--- config.mk ---
export PLATFORM = sky130hd
export DESIGN_NAME = led_fault_supervisor
export DESIGN_NICKNAME = d
export VERILOG_FILES = /design/src/rtl/fault_supervisor_pkg.sv /design/src/rtl/led_fault_supervisor.sv
export SDC_FILE = /design/constraint.sdc
export NUM_CORES = 1
export LEC_CHECK = 0
export BUFFER_PORTS_ARGS = -buffer_cell sky130_fd_sc_hd__buf_2
export CORE_ASPECT_RATIO = 1.5
export CORE_UTILIZATION = 60
export DETAILED_ROUTE_END_ITERATION = 12
export HOLD_SLACK_MARGIN = 0.1
export PLACE_DENSITY = 0.88
export SYNTH_ARGS = -nofsm -noshare
export SYNTH_HDL_FRONTEND = slang
export SYNTH_SLANG_ARGS = --single-unit
--- constraint.sdc ---
create_clock -name clock -period 2.5 [get_ports clock]
set_clock_uncertainty 0.1 [all_clocks]
set_input_delay 0.375 -clock clock [delete_from_list [all_inputs] [get_ports clock]]
set_output_delay 0.375 -clock clock [all_outputs]
set_load 0.02 [all_outputs]
--- src/rtl/fault_supervisor_pkg.sv ---
/*
 fault supervisor package: state struct, timing constants, channel count.
 assumes a 200 MHz system clock and comparator flags from the analog front end.
*/
package fault_supervisor_pkg;
    localparam int CHANNELS = 6;
    localparam int CLOCK_MHZ = 200;
    localparam int OPEN_DEGLITCH_NS = 4000;
    localparam int FAST_DEGLITCH_NS = 100;
    localparam int OPEN_DEGLITCH_CYCLES = (OPEN_DEGLITCH_NS * CLOCK_MHZ) / 1000;
    localparam int FAST_DEGLITCH_CYCLES = (FAST_DEGLITCH_NS * CLOCK_MHZ) / 1000;
    localparam int COUNT_WIDTH = 24;
    localparam int PROG_DELAY_RESET = 240;

    typedef struct packed {
        logic [1:0] open_sync;
        logic [1:0] over_sync;
        logic [1:0] therm_sync;
        logic [1:0] line_sync;
        logic [1:0] dim_sync;
        logic [1:0] supply_sync;
        logic [1:0] bright_sync;
        logic [1:0] dimsel_sync;
        logic [1:0] pwr_sync;
        logic [CHANNELS-1:0] open_s1;
        logic [CHANNELS-1:0] open_s2;
        logic [CHANNELS-1:0] gnd_s1;
        logic [CHANNELS-1:0] gnd_s2;
        logic dim_prev;
        logic strap_done;
        logic [CHANNELS-1:0] unused_ch;
        logic open_qual;
        logic [COUNT_WIDTH-1:0] open_glitch;
        logic [COUNT_WIDTH-1:0] fast_glitch;
        logic [COUNT_WIDTH-1:0] open_delay;
        logic [COUNT_WIDTH-1:0] fast_delay;
        logic open_fault;
        logic fast_fault;
        logic [CHANNELS-1:0] open_ch;
        logic fault_oe;
        logic [CHANNELS-1:0] chan_en;
    } state_type;
endpackage : fault_supervisor_pkg

--- src/rtl/led_fault_supervisor.sv ---
/*
 fault supervision for a six channel current sink: open, overcurrent, thermal.
 assumes comparator flags are asynchronous levels; the open-drain line is resolved outside.
*/
`timescale 1ns/100ps

module led_fault_supervisor #(
    parameter int PROG_DELAY_CYCLES = fault_supervisor_pkg::PROG_DELAY_RESET
) (
    input wire logic clock,
    input wire logic resetn,
    input wire logic [fault_supervisor_pkg::CHANNELS-1:0] open_low,
    input wire logic [fault_supervisor_pkg::CHANNELS-1:0] tied_ground,
    input wire logic over_current,
    input wire logic over_temp,
    input wire logic dimming_pwm,
    input wire logic supply_sense_gate,
    input wire logic bright_select,
    input wire logic dim_select,
    input wire logic power_good,
    input wire logic fault_line_n_in,
    output logic fault_line_n_out,
    output logic fault_line_n_oe,
    output logic [fault_supervisor_pkg::CHANNELS-1:0] channel_enable
);
    localparam int N = fault_supervisor_pkg::CHANNELS;
    localparam int W = fault_supervisor_pkg::COUNT_WIDTH;
    localparam logic [W-1:0] OPEN_LIM = W'(fault_supervisor_pkg::OPEN_DEGLITCH_CYCLES);
    localparam logic [W-1:0] FAST_LIM = W'(fault_supervisor_pkg::FAST_DEGLITCH_CYCLES);
    localparam logic [W-1:0] PROG_LIM = W'(PROG_DELAY_CYCLES);

    fault_supervisor_pkg::state_type state_ff;
    fault_supervisor_pkg::state_type nxt_state;

    // saturating counter that restarts when its condition drops
    function automatic logic [W-1:0] step(input logic cond, input logic [W-1:0] cnt, input logic [W-1:0] lim);
        if (!cond) begin
            step = '0;
        end else if (cnt < lim) begin
            step = cnt + W'(1);
        end else begin
            step = cnt;
        end
    endfunction : step

    // channel mask: shutdown causes first, then the open-LED hold, then normal running
    function automatic logic [N-1:0] gate_channels(
        input logic run,
        input logic shut,
        input logic hold_open,
        input logic [N-1:0] open_set,
        input logic [N-1:0] unused
    );
        if (!run || shut) begin
            gate_channels = '0;
        end else if (hold_open) begin
            gate_channels = open_set;
        end else begin
            gate_channels = ~unused;
        end
    endfunction : gate_channels

    logic active;
    logic line_low;
    logic open_any;
    logic open_seen;
    logic dim_fall;
    logic open_glitch_ok;
    logic fast_glitch_ok;
    logic fast_cause;
    logic open_delay_ok;
    logic fast_delay_ok;
    logic any_fault;
    logic [N-1:0] open_mask;

    always_comb begin
        nxt_state = state_ff;
        active = 1'b0;
        line_low = 1'b0;
        open_any = 1'b0;
        open_seen = 1'b0;
        dim_fall = 1'b0;
        open_glitch_ok = 1'b0;
        fast_glitch_ok = 1'b0;
        fast_cause = 1'b0;
        open_delay_ok = 1'b0;
        fast_delay_ok = 1'b0;
        any_fault = 1'b0;
        open_mask = '0;

        // every asynchronous pin passes two flops before anything reads it
        // open_sync is a settle marker: ones shift in after reset release
        nxt_state.open_sync = {state_ff.open_sync[0], 1'b1};
        nxt_state.over_sync = {state_ff.over_sync[0], over_current};
        nxt_state.therm_sync = {state_ff.therm_sync[0], over_temp};
        nxt_state.line_sync = {state_ff.line_sync[0], fault_line_n_in};
        nxt_state.dim_sync = {state_ff.dim_sync[0], dimming_pwm};
        nxt_state.supply_sync = {state_ff.supply_sync[0], supply_sense_gate};
        nxt_state.bright_sync = {state_ff.bright_sync[0], bright_select};
        nxt_state.dimsel_sync = {state_ff.dimsel_sync[0], dim_select};
        nxt_state.pwr_sync = {state_ff.pwr_sync[0], power_good};
        nxt_state.open_s1 = open_low;
        nxt_state.open_s2 = state_ff.open_s1;
        nxt_state.gnd_s1 = tied_ground;
        nxt_state.gnd_s2 = state_ff.gnd_s1;
        nxt_state.dim_prev = state_ff.dim_sync[1];

        // either brightness condition with power present keeps the circuit live
        active = state_ff.pwr_sync[1]
            && (state_ff.bright_sync[1] || state_ff.dimsel_sync[1]);
        line_low = !state_ff.line_sync[1];
        dim_fall = state_ff.dim_prev && !state_ff.dim_sync[1];

        // ground straps caught once, after reset release, from synchronised levels
        // wait until the strap synchroniser holds a real sample, not its reset zero
        if (!state_ff.strap_done && state_ff.open_sync[1]) begin
            nxt_state.strap_done = 1'b1;
            nxt_state.unused_ch = state_ff.gnd_s2;
        end

        open_mask = state_ff.open_s2 & ~state_ff.unused_ch;
        open_any = |open_mask;
        // supply gate comparator carries its own hysteresis
        open_seen = open_any && state_ff.supply_sync[1];

        // dimmed mode only updates the qualified open flag at the dimming falling edge
        if (state_ff.bright_sync[1]) begin
            nxt_state.open_qual = open_seen;
        end else if (dim_fall) begin
            nxt_state.open_qual = open_seen;
        end
        if (!active) begin
            nxt_state.open_qual = 1'b0;
        end

        // deglitch stage: open faults take the long interval, the fast causes the short one
        fast_cause = state_ff.over_sync[1] || state_ff.therm_sync[1];
        nxt_state.open_glitch = step(
            state_ff.open_qual && active,
            state_ff.open_glitch,
            OPEN_LIM
        );
        nxt_state.fast_glitch = step(
            fast_cause && active,
            state_ff.fast_glitch,
            FAST_LIM
        );
        open_glitch_ok = state_ff.open_glitch >= OPEN_LIM;
        fast_glitch_ok = state_ff.fast_glitch >= FAST_LIM;

        // programmable stage restarts from zero whenever its deglitched cause drops
        nxt_state.open_delay = step(
            open_glitch_ok,
            state_ff.open_delay,
            PROG_LIM
        );
        nxt_state.fast_delay = step(
            fast_glitch_ok,
            state_ff.fast_delay,
            PROG_LIM
        );
        open_delay_ok = state_ff.open_delay >= PROG_LIM;
        fast_delay_ok = state_ff.fast_delay >= PROG_LIM;
        nxt_state.open_fault = open_glitch_ok && open_delay_ok;
        nxt_state.fast_fault = fast_glitch_ok && fast_delay_ok;

        // remember which channels were open when the qualified open flag first set
        if (!state_ff.open_qual) begin
            nxt_state.open_ch = '0;
        end else if (nxt_state.open_ch == '0) begin
            nxt_state.open_ch = open_mask;
        end

        // one pull for every cause; a powered-down circuit never holds the line
        any_fault = state_ff.open_fault || state_ff.fast_fault;
        if (!active) begin
            nxt_state.fault_oe = 1'b0;
        end else if (any_fault) begin
            nxt_state.fault_oe = 1'b1;
        end else begin
            nxt_state.fault_oe = 1'b0;
        end

        // channel gating
        nxt_state.chan_en = gate_channels(
            active,
            line_low || fast_cause,
            state_ff.open_qual,
            state_ff.open_ch,
            state_ff.unused_ch
        );
    end

    always_ff @(posedge clock or negedge resetn) begin
        if (!resetn) begin
            state_ff <= '0;
        end else begin
            state_ff <= nxt_state;
        end
    end

    // open drain: output value is always low, enable pulls the line
    assign fault_line_n_out = 1'b0;
    assign fault_line_n_oe = state_ff.fault_oe;
    assign channel_enable = state_ff.chan_en;
endmodule : led_fault_supervisor

==> impl_metrics.yaml, run 1 <==
outcome:
  outcome: "complete, no violations"
setup_path:
  critPathLaunchType: "flip-flop"
  worstPathMaxFanout: 11
  r2r_start: "state_ff[52]$_DFFE_PN0P_"
  cp_data_required_time_ns: 2.74
  cp_slowest_cell: "or4_1"
  endpoint_kind: "flip-flop"
  critPathKind: "flip-flop to flip-flop"
  reg2reg_depth: 4
  timing.reg2reg.setup_slack_ns: 0.22
  crit_arrival_ns: 2.52
  r2r_end: "state_ff[44]$_DFFE_PN0P_"
  cpPeakStageDelay_ns: 0.61
  crit_chain: "nor4_1 -> nand4_1 -> or4_1 -> a21oi_1"
timing:
  fin_tns_setup_ns: 0
  worst_slack_ns: 0.222
  finalMaxSlewViolations: 0
  worstMarginPinSlew_ns: 0.867
  final.period_utilization_pct: 91.1
  rsz0062_at_grt: "no"
  fmax_ghz: 0.439
  max-slew-margin-rel_pct: 42.0
  hold_viol: 0
  period_needed_ns: 2.28
  setup_viol: 0
layout:
  drive_gt1_share_pct: 12.7
  final_util_pct: 73.1
  nets: 583
  final_cells: 680
  stdcell_area_mm2: 0.00709
  insertedDiodeCount: 0
  n_fill_cell: 577
  area_growth_pct: 17.9
route:
  top_layer_used: "met4"
  drtIter0Drc: 317
  wl_mm: 11.6
  met1Wirelength_mm: 4.49
  drc: 0
  firstDrtPassIters: 7
  via_per_inst: 5.96
  vias: 4054
  wl_met2_mm: 6.20
  antenna_left: 0
  wl_met3_um: 536
  wl_per_cell_um: 17.1
power_and_ir_drop:
  power_leakage_uw: 0.00329
  ir_worst_vdd_mv: 0.648
  power_density_mw_per_mm2: 791
floorplanning:
  io_pins: 30
  die_y_um: 125
  die-area_mm2: 0.0104
  initial_utilization_pct: 62.0
  coreArea_mm2: 0.00969
  die_x_um: 83.7
  rows: 44
synth:
  synthTopCellsByArea: "dfrtp_1, and2_1, a21oi_1"
  synth_cells: 500
  synth_top_cell_by_area: "dfrtp_1"
  synth_enable_flop_cells: 0
  ys_warn_count: 0
  ys.flop_type: "dfrtp_1"
  yosys.cell_types.count: 36
  ys_seq_area_share_pct: 67.4
  synth-seq-cells: 162
  synthArstFlopShare_pct: 100
  syn_nets: 530
  avgSynthCellArea_um2: 12.0
  netlist.area_leader.share_pct: 67.4
  synth_area_mm2: 0.00601
min_path:
  hold_depth: 0
  min_from: "nxt_state[159]$_DFF_PN0_"
  hold_class: "flip-flop to flip-flop"
  whs_endpoint: "state_ff[159]$_DFF_PN0_"
clock_tree:
  path_clk_slew_ns: 0.06
  h-tree-depth: 4
  clock_sinks: 162
  clock_latency_ns: 0.42
  cts_resized: 0
  cts_buffers: 17
  cts_buffer_depth: 2
  clk_root_buffer_cell: "clkbuf_16"
  cts_tree: "yes"
placement:
  post-place-cells: 628
  place_area_mm2: 0.00626
  gp_congestion: 0.887
  dp_hpwl_mm: 7.17
  dp_slack_ns: 0.298
  port-buffer-count: 28
flow_run:
  max_cap_viol_count: 0
global_route:
  grt_overflow: 0
  antenna_found_initial: 0
  grt_pass1_vias: 4194
  grt_use_total_pct: 24.7
  grt_max_degree: 108
  grt_pass1_wl_mm: 19.8
-- metal layers --
metal	GRT usage (%)	vias to the layer above
li1	-	1849
met1	28.9	2017
met2	41.5	149
met3	7.16	39
met4	12.1	0
met5	0	-
-- registers in the layout, summed over array words and instances, names as in the netlist --
register,flops
state_ff,133
nxt_state,22
fault_line_n_oe,1
channel_enable,6
-- synth_stat cells, drive strengths merged, types with 11 or more instances --
library cell and n:
nor2 34, inv 17, dfrtp 162, and2 51
or4 12, a31oi 11, nor2b 17, clkbuf 12
nand2 18, nor4 14, a21oi 32, o21ai 22
nand4 14, o31ai 11, nand3 16
-- where the power goes --
group / internal, µW / switching [µW] / total, µW
combinational: 75.9 / 123 / 199
sequential: 2680 / 33.8 / 2710
clock: 1610 / 1090 / 2700
total: 4360 / 1250 / 5610
-- what timing repair did --
item	CTS	global route
buffers inserted	0	0
hold buffers	21	0
endpoints found under the hold margin	182	0
-- layout by cell type (no fill, tap or decap), drive strengths merged, types with 2 or more instances in the layout --
| cell type | count |
|---|---|
| dfrtp | 162 |
| and2 | 51 |
| nor2 | 34 |
| buf | 33 |
| a21oi | 32 |
| inv | 25 |
| o21ai | 22 |
| dlygate4sd3 | 21 |
| nand2 | 18 |
| nor2b | 17 |
| clkbuf | 17 |
| nand3 | 16 |
| nor4 | 14 |
| nand4 | 14 |
| or4 | 12 |
| a31oi | 11 |
| o31ai | 11 |
| ha | 8 |
| or3 | 8 |
| and4 | 5 |
| nor3 | 5 |
| and3 | 5 |
| or2 | 4 |
| a22o | 3 |
| bufinv | 3 |
| conb | 2 |
| clkinvlp | 2 |
-- critical path: cells and delay by family, from the launching register on --
family | cells | cell delay [ns]
DFF | 1 | 0.38
AOI/OAI and AO/OA | 1 | 0.16
and+or+nand+nor | 3 | 1.57
-- stage by stage --
stage / hold slack [ns] / total power (µW)
CTS: 0.250 / 5630
floorplan: -0.0206 / 2820
detailed placement: 0.235 / 2930
global placement: 0.233 / 2910
finish: 0.248 / 5610
global route: 0.255 / 5790
-- area by class of cell --
cell class / instances / area, µm² / area share, %
multi-input combinational: 301 / 1790 / 25.2
tap: 115 / 144 / 2.03
inverter: 17 / 63.8 / 0.901
clock buffer: 17 / 425 / 6.00
clock inverter: 14 / 194 / 2.74
sequential: 162 / 4050 / 57.2
timing repair buffer: 54 / 419 / 5.92
-- logic make-up after synthesis --
logic type / count (synthesis) / share of synthesized area, %
simple gates: 204 / 19.3
flops: 162 / 67.4
compound gates: 86 / 8.49
buf+inv: 37 / 2.87
fa+ha+maj: 8 / 1.66
other cells: 2 / 0.125
mux: 1 / 0.166
-- how the worst max path moves through the flow --
stage | startpoint | end | slack, ns | cells past startpoint
2_1_floorplan | state_ff[110]$_DFFE_PN0P_ | state_ff[95]$_DFFE_PN0P_ | 0.33 | 5
3_3_place_gp | state_ff[110]$_DFFE_PN0P_ | state_ff[95]$_DFFE_PN0P_ | 0.36 | 4
3_5_place_dp | state_ff[110]$_DFFE_PN0P_ | state_ff[93]$_DFFE_PN0P_ | 0.30 | 4
4_1_cts | state_ff[52]$_DFFE_PN0P_ | state_ff[44]$_DFFE_PN0P_ | 0.21 | 4
5_1_grt | state_ff[52]$_DFFE_PN0P_ | state_ff[44]$_DFFE_PN0P_ | 0.02 | 4
6_report | state_ff[52]$_DFFE_PN0P_ | state_ff[44]$_DFFE_PN0P_ | 0.22 | 4
No activity file was read; power rests on OpenSTA's default activity.
==> run 2, diff against run 1 <==
--- a/config.mk
+++ b/config.mk
@@ -7,10 +7,12 @@
 export LEC_CHECK = 0
 export BUFFER_PORTS_ARGS = -buffer_cell sky130_fd_sc_hd__buf_2
 export CORE_ASPECT_RATIO = 1.5
-export CORE_UTILIZATION = 60
+export CORE_UTILIZATION = 63
+export CTS_BUF_LIST = sky130_fd_sc_hd__clkbuf_4
 export DETAILED_ROUTE_END_ITERATION = 12
 export HOLD_SLACK_MARGIN = 0.1
-export PLACE_DENSITY = 0.88
+export PLACE_DENSITY = 0.92
+export RECOVER_POWER = 100
 export SYNTH_ARGS = -nofsm -noshare
 export SYNTH_HDL_FRONTEND = slang
 export SYNTH_SLANG_ARGS = --single-unit
==> run 2 against run 1 <==
The run now ends with max-capacitance violations, max-slew violations left. Cell count stayed put. Flip-flop and latch count stayed put. Die area is 4.7% lower. Critical path depth stayed put. Non-clock buffer count is 1 higher. Total power is 20% lower. Global-route usage is 1.3 points higher. Sequential power hardly changed. Hold slack better by 0.015 ns. Via count is 2.1% lower.
==> impl_metrics.yaml, run 2 (synthesized netlist as in run 1, its figures left out) <==
power_and_ir_drop:
  p_int_uw: 3450
  pwr-share-seq_pct: 60.4
  netSwitchingFraction_pct: 23.0
  p_clk_share_pct: 35.3
  pwr-share-comb_pct: 4.3
  ir_worst_vdd_mv: 0.555
  power_density_mw_per_mm2: 665
  power_leakage_uw: 0.00309
  p_switching_uw: 1030
  power_uw: 4480
placement:
  dp_slack_ns: 0.267
  gp_congestion: 0.836
  post-place-cells: 626
  port-buffer-count: 28
  dp_hpwl_mm: 7.30
setup_path:
  cp.buffers_inverters: 0
  cp_slowest_cell: "or4_4"
  worstPathMaxFanout: 14
  timing.reg2reg.setup_slack_ns: 0.12
  critPathLaunchType: "flip-flop"
  crit_arrival_ns: 2.74
  crit_chain: "or4_4 -> or3_1 -> or4_1 -> a21oi_1"
  critPathKind: "flip-flop to flip-flop"
  crit_family: "simple AND/OR/NAND/NOR gates"
  cpPeakStageDelay_ns: 0.54
  critical_path_depth: 4
  cp_data_required_time_ns: 2.86
  reg2reg_depth: 4
  endpoint_kind: "flip-flop"
route:
  vias: 3970
  via_per_inst: 5.84
  drc: 0
  wl_mm: 11.4
  firstDrtPassIters: 4
  drtIter0Drc: 279
  antenna_left: 0
  wl_per_cell_um: 16.8
timing:
  whs_ns: 0.263
  worstMarginPinSlew_ns: 1.85
  fin_tns_setup_ns: 0
  final.period_utilization_pct: 95.1
  fmax_ghz: 0.421
  worst_slack_ns: 0.122
  finalMaxSlewViolations: 73
  setup_viol: 0
  rsz0062_at_grt: "no"
  hold_viol: 0
  period_needed_ns: 2.38
  max-slew-margin-rel_pct: -23.6
global_route:
  grt_use_total_pct: 26.0
  grt_overflow: 0
  grt_pass1_vias: 4120
  grt_pass1_wl_mm: 18.9
  grt_max_degree: 75
  antenna_found_initial: 1
layout:
  final_common_cell: "dfrtp_1"
  most-common-layout-cells: "dfrtp_1, nor2_1, and2_0, a21oi_1, o21ai_0"
  n_fill_cell: 585
  final_cells: 680
  largest-register: "state_ff"
  largest_reg_flops: 133
  drive_gt1_share_pct: 11.1
  area_growth_pct: 12.2
  nets: 584
clock_tree:
  path_clk_slew_ns: 0.12
  cts_tree: "yes"
  cts_hold_buffers: 21
  cts_buffers: 17
  cts_buffer_depth: 2
  h-tree-depth: 4
  cts_post_setup_buffers_inserted: 0
  clock_latency_ns: 0.54
  cts_resized: 0
  clock_sinks: 162
  clk_root_buffer_cell: "clkbuf_4"
floorplanning:
  io_pins: 30
  initial_utilization_pct: 65.0
  die_y_um: 122
  die-area_mm2: 0.00995
  coreArea_mm2: 0.00925
  die_x_um: 81.8
  rows: 43
outcome:
  outcome: "complete, but fails checks"
  violations: "max-capacitance violations, max-slew violations"
min_path:
  hold_depth: 0
  hold_class: "flip-flop to flip-flop"
flow_run:
  max_cap_viol_count: 1
[run 2: cell count changes in the layout (fill, tap and decap cells not counted), sizes merged]
cell | before | now
diode | 0 | 1
clkinvlp | 2 | 1
clkinv | 1 | 8
inv | 25 | 19
buf | 33 | 24
clkbuf | 17 | 28
[run 2: layout make-up]
cell class | count | area, µm² | area share [%]
Sequential cell | 162 | 4050 | 60.1
Multi-Input combinational cell | 301 | 1780 | 26.4
Timing Repair Buffer | 55 | 405 | 6.01
Clock inverter | 14 | 161 | 2.39
Tap cell | 112 | 140 | 2.08
Clock buffer | 18 | 135 | 2.00
Inverter | 17 | 63.8 | 0.946
Antenna cell | 1 | 2.50 | 0.0371
[run 2: per-stage QoR]
stage	util [%]	instance area, µm²
2_1_floorplan	-	6010
3_3_place_gp	67.6	6260
3_5_place_dp	67.6	6260
4_1_cts	73.1	6770
5_1_grt	72.9	6740
6_report	72.9	6740
[run 2: metal layers]
metal  track usage, %  vias to the layer above  wire (µm)
li1                 -                     1844          -
met1             31.6                     1985       4610
met2             42.1                      110       6100
met3             7.04                       31        395
met4             13.0                        0        319
met5                0                        -          0
[run 2: power groups by stage]
stage	combinational, µW	sequential (µW)	clock [µW]
2_1_floorplan	78.0	2740	0
3_5_place_dp	167	2760	0
5_1_grt	218	2710	1720
3_3_place_gp	158	2750	0
6_report	192	2710	1580
4_1_cts	194	2700	1590
[run 2: worst paths after layout]
kind,from,end
min in group asynchronous,resetn,state_ff[38]$_DFFE_PN0P_
worst max register to register,state_ff[110]$_DFFE_PN0P_,state_ff[91]$_DFFE_PN0P_
max in group asynchronous,resetn,state_ff[106]$_DFFE_PN0P_
worst min register to register,nxt_state[136]$_DFF_PN0_,state_ff[136]$_DFF_PN0_
worst max-delay path,state_ff[110]$_DFFE_PN0P_,state_ff[91]$_DFFE_PN0P_
worst min-delay path,nxt_state[136]$_DFF_PN0_,state_ff[136]$_DFF_PN0_
==> run 3, diff against run 2 <==
--- a/config.mk
+++ b/config.mk
@@ -11,7 +11,7 @@
 export CTS_BUF_LIST = sky130_fd_sc_hd__clkbuf_4
 export DETAILED_ROUTE_END_ITERATION = 12
 export HOLD_SLACK_MARGIN = 0.1
-export PLACE_DENSITY = 0.92
+export PLACE_DENSITY = 0.82
 export RECOVER_POWER = 100
 export SYNTH_ARGS = -nofsm -noshare
 export SYNTH_HDL_FRONTEND = slang
==> run 3 against run 2 <==
The run now ends clean. Via count fell by 2.9%. Largest cell class unchanged. Hold slack worse by 0.012 ns. Non-clock buffer count increased by 1. Core utilization is 0.20 points lower. Cell count grew 0.29%.
==> impl_metrics.yaml, run 3 (synthesized netlist as in run 1, its figures left out) <==
timing:
  fmax_ghz: 0.440
  finalMaxSlewViolations: 0
  hold_viol: 0
  worstMarginPinSlew_ns: 1.31
  period_needed_ns: 2.27
  rsz0062_at_grt: "no"
  whs_ns: 0.251
  final.period_utilization_pct: 90.8
  fin_tns_setup_ns: 0
  max-slew-margin-rel_pct: 13.0
  setup_viol: 0
clock_tree:
  clock_latency_ns: 0.53
  cts_tree: "yes"
  h-tree-depth: 4
  clk_root_buffer_cell: "clkbuf_4"
  cts_resized: 0
  clock_sinks: 162
  path_clk_slew_ns: 0.13
  cts_post_setup_buffers_inserted: 0
  cts_hold_buffers: 21
  cts_buffer_depth: 2
  cts_buffers: 17
floorplanning:
  die_x_um: 81.8
  die-area_mm2: 0.00995
  coreArea_mm2: 0.00925
  initial_utilization_pct: 65.0
  rows: 43
  io_pins: 30
  die_y_um: 122
layout:
  nets: 585
  stdcell_area_mm2: 0.00672
  n_fill_cell: 625
  final_cells: 682
  largest-register: "state_ff"
  largest_reg_flops: 133
  drive_gt1_share_pct: 10.4
  most-common-layout-cells: "dfrtp_1, nor2_1, a21oi_1, and2_0, o21ai_0"
  final_common_cell: "dfrtp_1"
  area_growth_pct: 11.8
placement:
  post-place-cells: 627
  gp_congestion: 0.779
  place_area_mm2: 0.00627
  dp_hpwl_mm: 6.70
  port-buffer-count: 28
route:
  wl_per_cell_um: 15.5
  firstDrtPassIters: 5
  drc: 0
  drtIter0Drc: 265
  wl_mm: 10.6
  vias: 3853
  antenna_left: 0
  via_per_inst: 5.65
setup_path:
  worstPathMaxFanout: 14
  cp_data_required_time_ns: 2.80
  reg2reg_depth: 5
  critPathLaunchType: "flip-flop"
  endpoint_kind: "flip-flop"
  crit_arrival_ns: 2.57
  critPathKind: "flip-flop to flip-flop"
global_route:
  grt_use_total_pct: 25.0
  grt_pass1_vias: 4052
  antenna_found_initial: 2
  grt_overflow: 0
  grt_max_degree: 58
  grt_pass1_wl_mm: 18.2
outcome:
  outcome: "complete, no violations"
min_path:
  hold_depth: 0
  hold_class: "flip-flop to flip-flop"
power_and_ir_drop:
  ir_worst_vdd_mv: 0.700
  power_leakage_uw: 0.00306
  power_density_mw_per_mm2: 647
flow_run:
  max_cap_viol_count: 0
-- run 3: per-layer routing --
layer	GRT usage [%]	part of all wire (%)	vias to the layer above
met5	0	0	-
met4	10.6	2.1	0
met3	6.89	2.8	17
met2	41.0	53	66
met1	30.9	42	1905
li1	-	-	1865
-- run 3: layout make-up --
| type | instances | area (µm²) | share of cell area (%) |
|---|---|---|---|
| Antenna cell | 2 | 5.00 | 0.0744 |
| Clock buffer | 17 | 128 | 1.90 |
| Clock inverter | 15 | 143 | 2.12 |
| Inverter | 17 | 63.8 | 0.949 |
| Multi-Input combinational cell | 301 | 1780 | 26.5 |
| Sequential cell | 162 | 4050 | 60.3 |
| Tap cell | 112 | 140 | 2.08 |
| Timing Repair Buffer | 56 | 409 | 6.08 |
-- run 3: worst max-delay path: stages, from the launching register on --
cell      delay [ns]
dfrtp_1         0.39
or4_1           0.56
or3_4           0.47
nor2_1          0.13
clkbuf_1        0.37
nor3_1          0.13
-- run 3: where the power goes --
| part | internal, µW | total (µW) | switching (µW) | leakage [µW] |
|---|---|---|---|---|
| combinational | 73.9 | 192 | 118 | 0.000781 |
| clock | 582 | 1460 | 873 | 0.000136 |
| sequential | 2670 | 2700 | 30.3 | 0.00215 |
-- run 3: through the flow --
stage | total power (µW) | util [%] | worst slack, ns
CTS | 4400 | 72.9 | 0.279
finish | 4350 | 72.7 | 0.229
global route | 4550 | 72.7 | 0.127
global placement | 2910 | 67.7 | 0.368
detailed placement | 2920 | 67.7 | 0.296
floorplan | 2820 | - | 0.332
-- run 3: path summary, 6_finish.rpt --
kind	start	endpoint	slack [ns]
max	state_ff[110]$_DFFE_PN0P_	state_ff[45]$_DFFE_PN0P_	0.23
min reg2reg	nxt_state[121]$_DFF_PN0_	state_ff[121]$_DFF_PN0_	0.25
min	nxt_state[121]$_DFF_PN0_	state_ff[121]$_DFF_PN0_	0.25
max in group asynchronous	resetn	state_ff[61]$_DFFE_PN0P_	0.84
max reg2reg	state_ff[110]$_DFFE_PN0P_	state_ff[45]$_DFFE_PN0P_	0.23
min in group asynchronous	resetn	channel_enable[2]$_DFF_PN0_	0.55
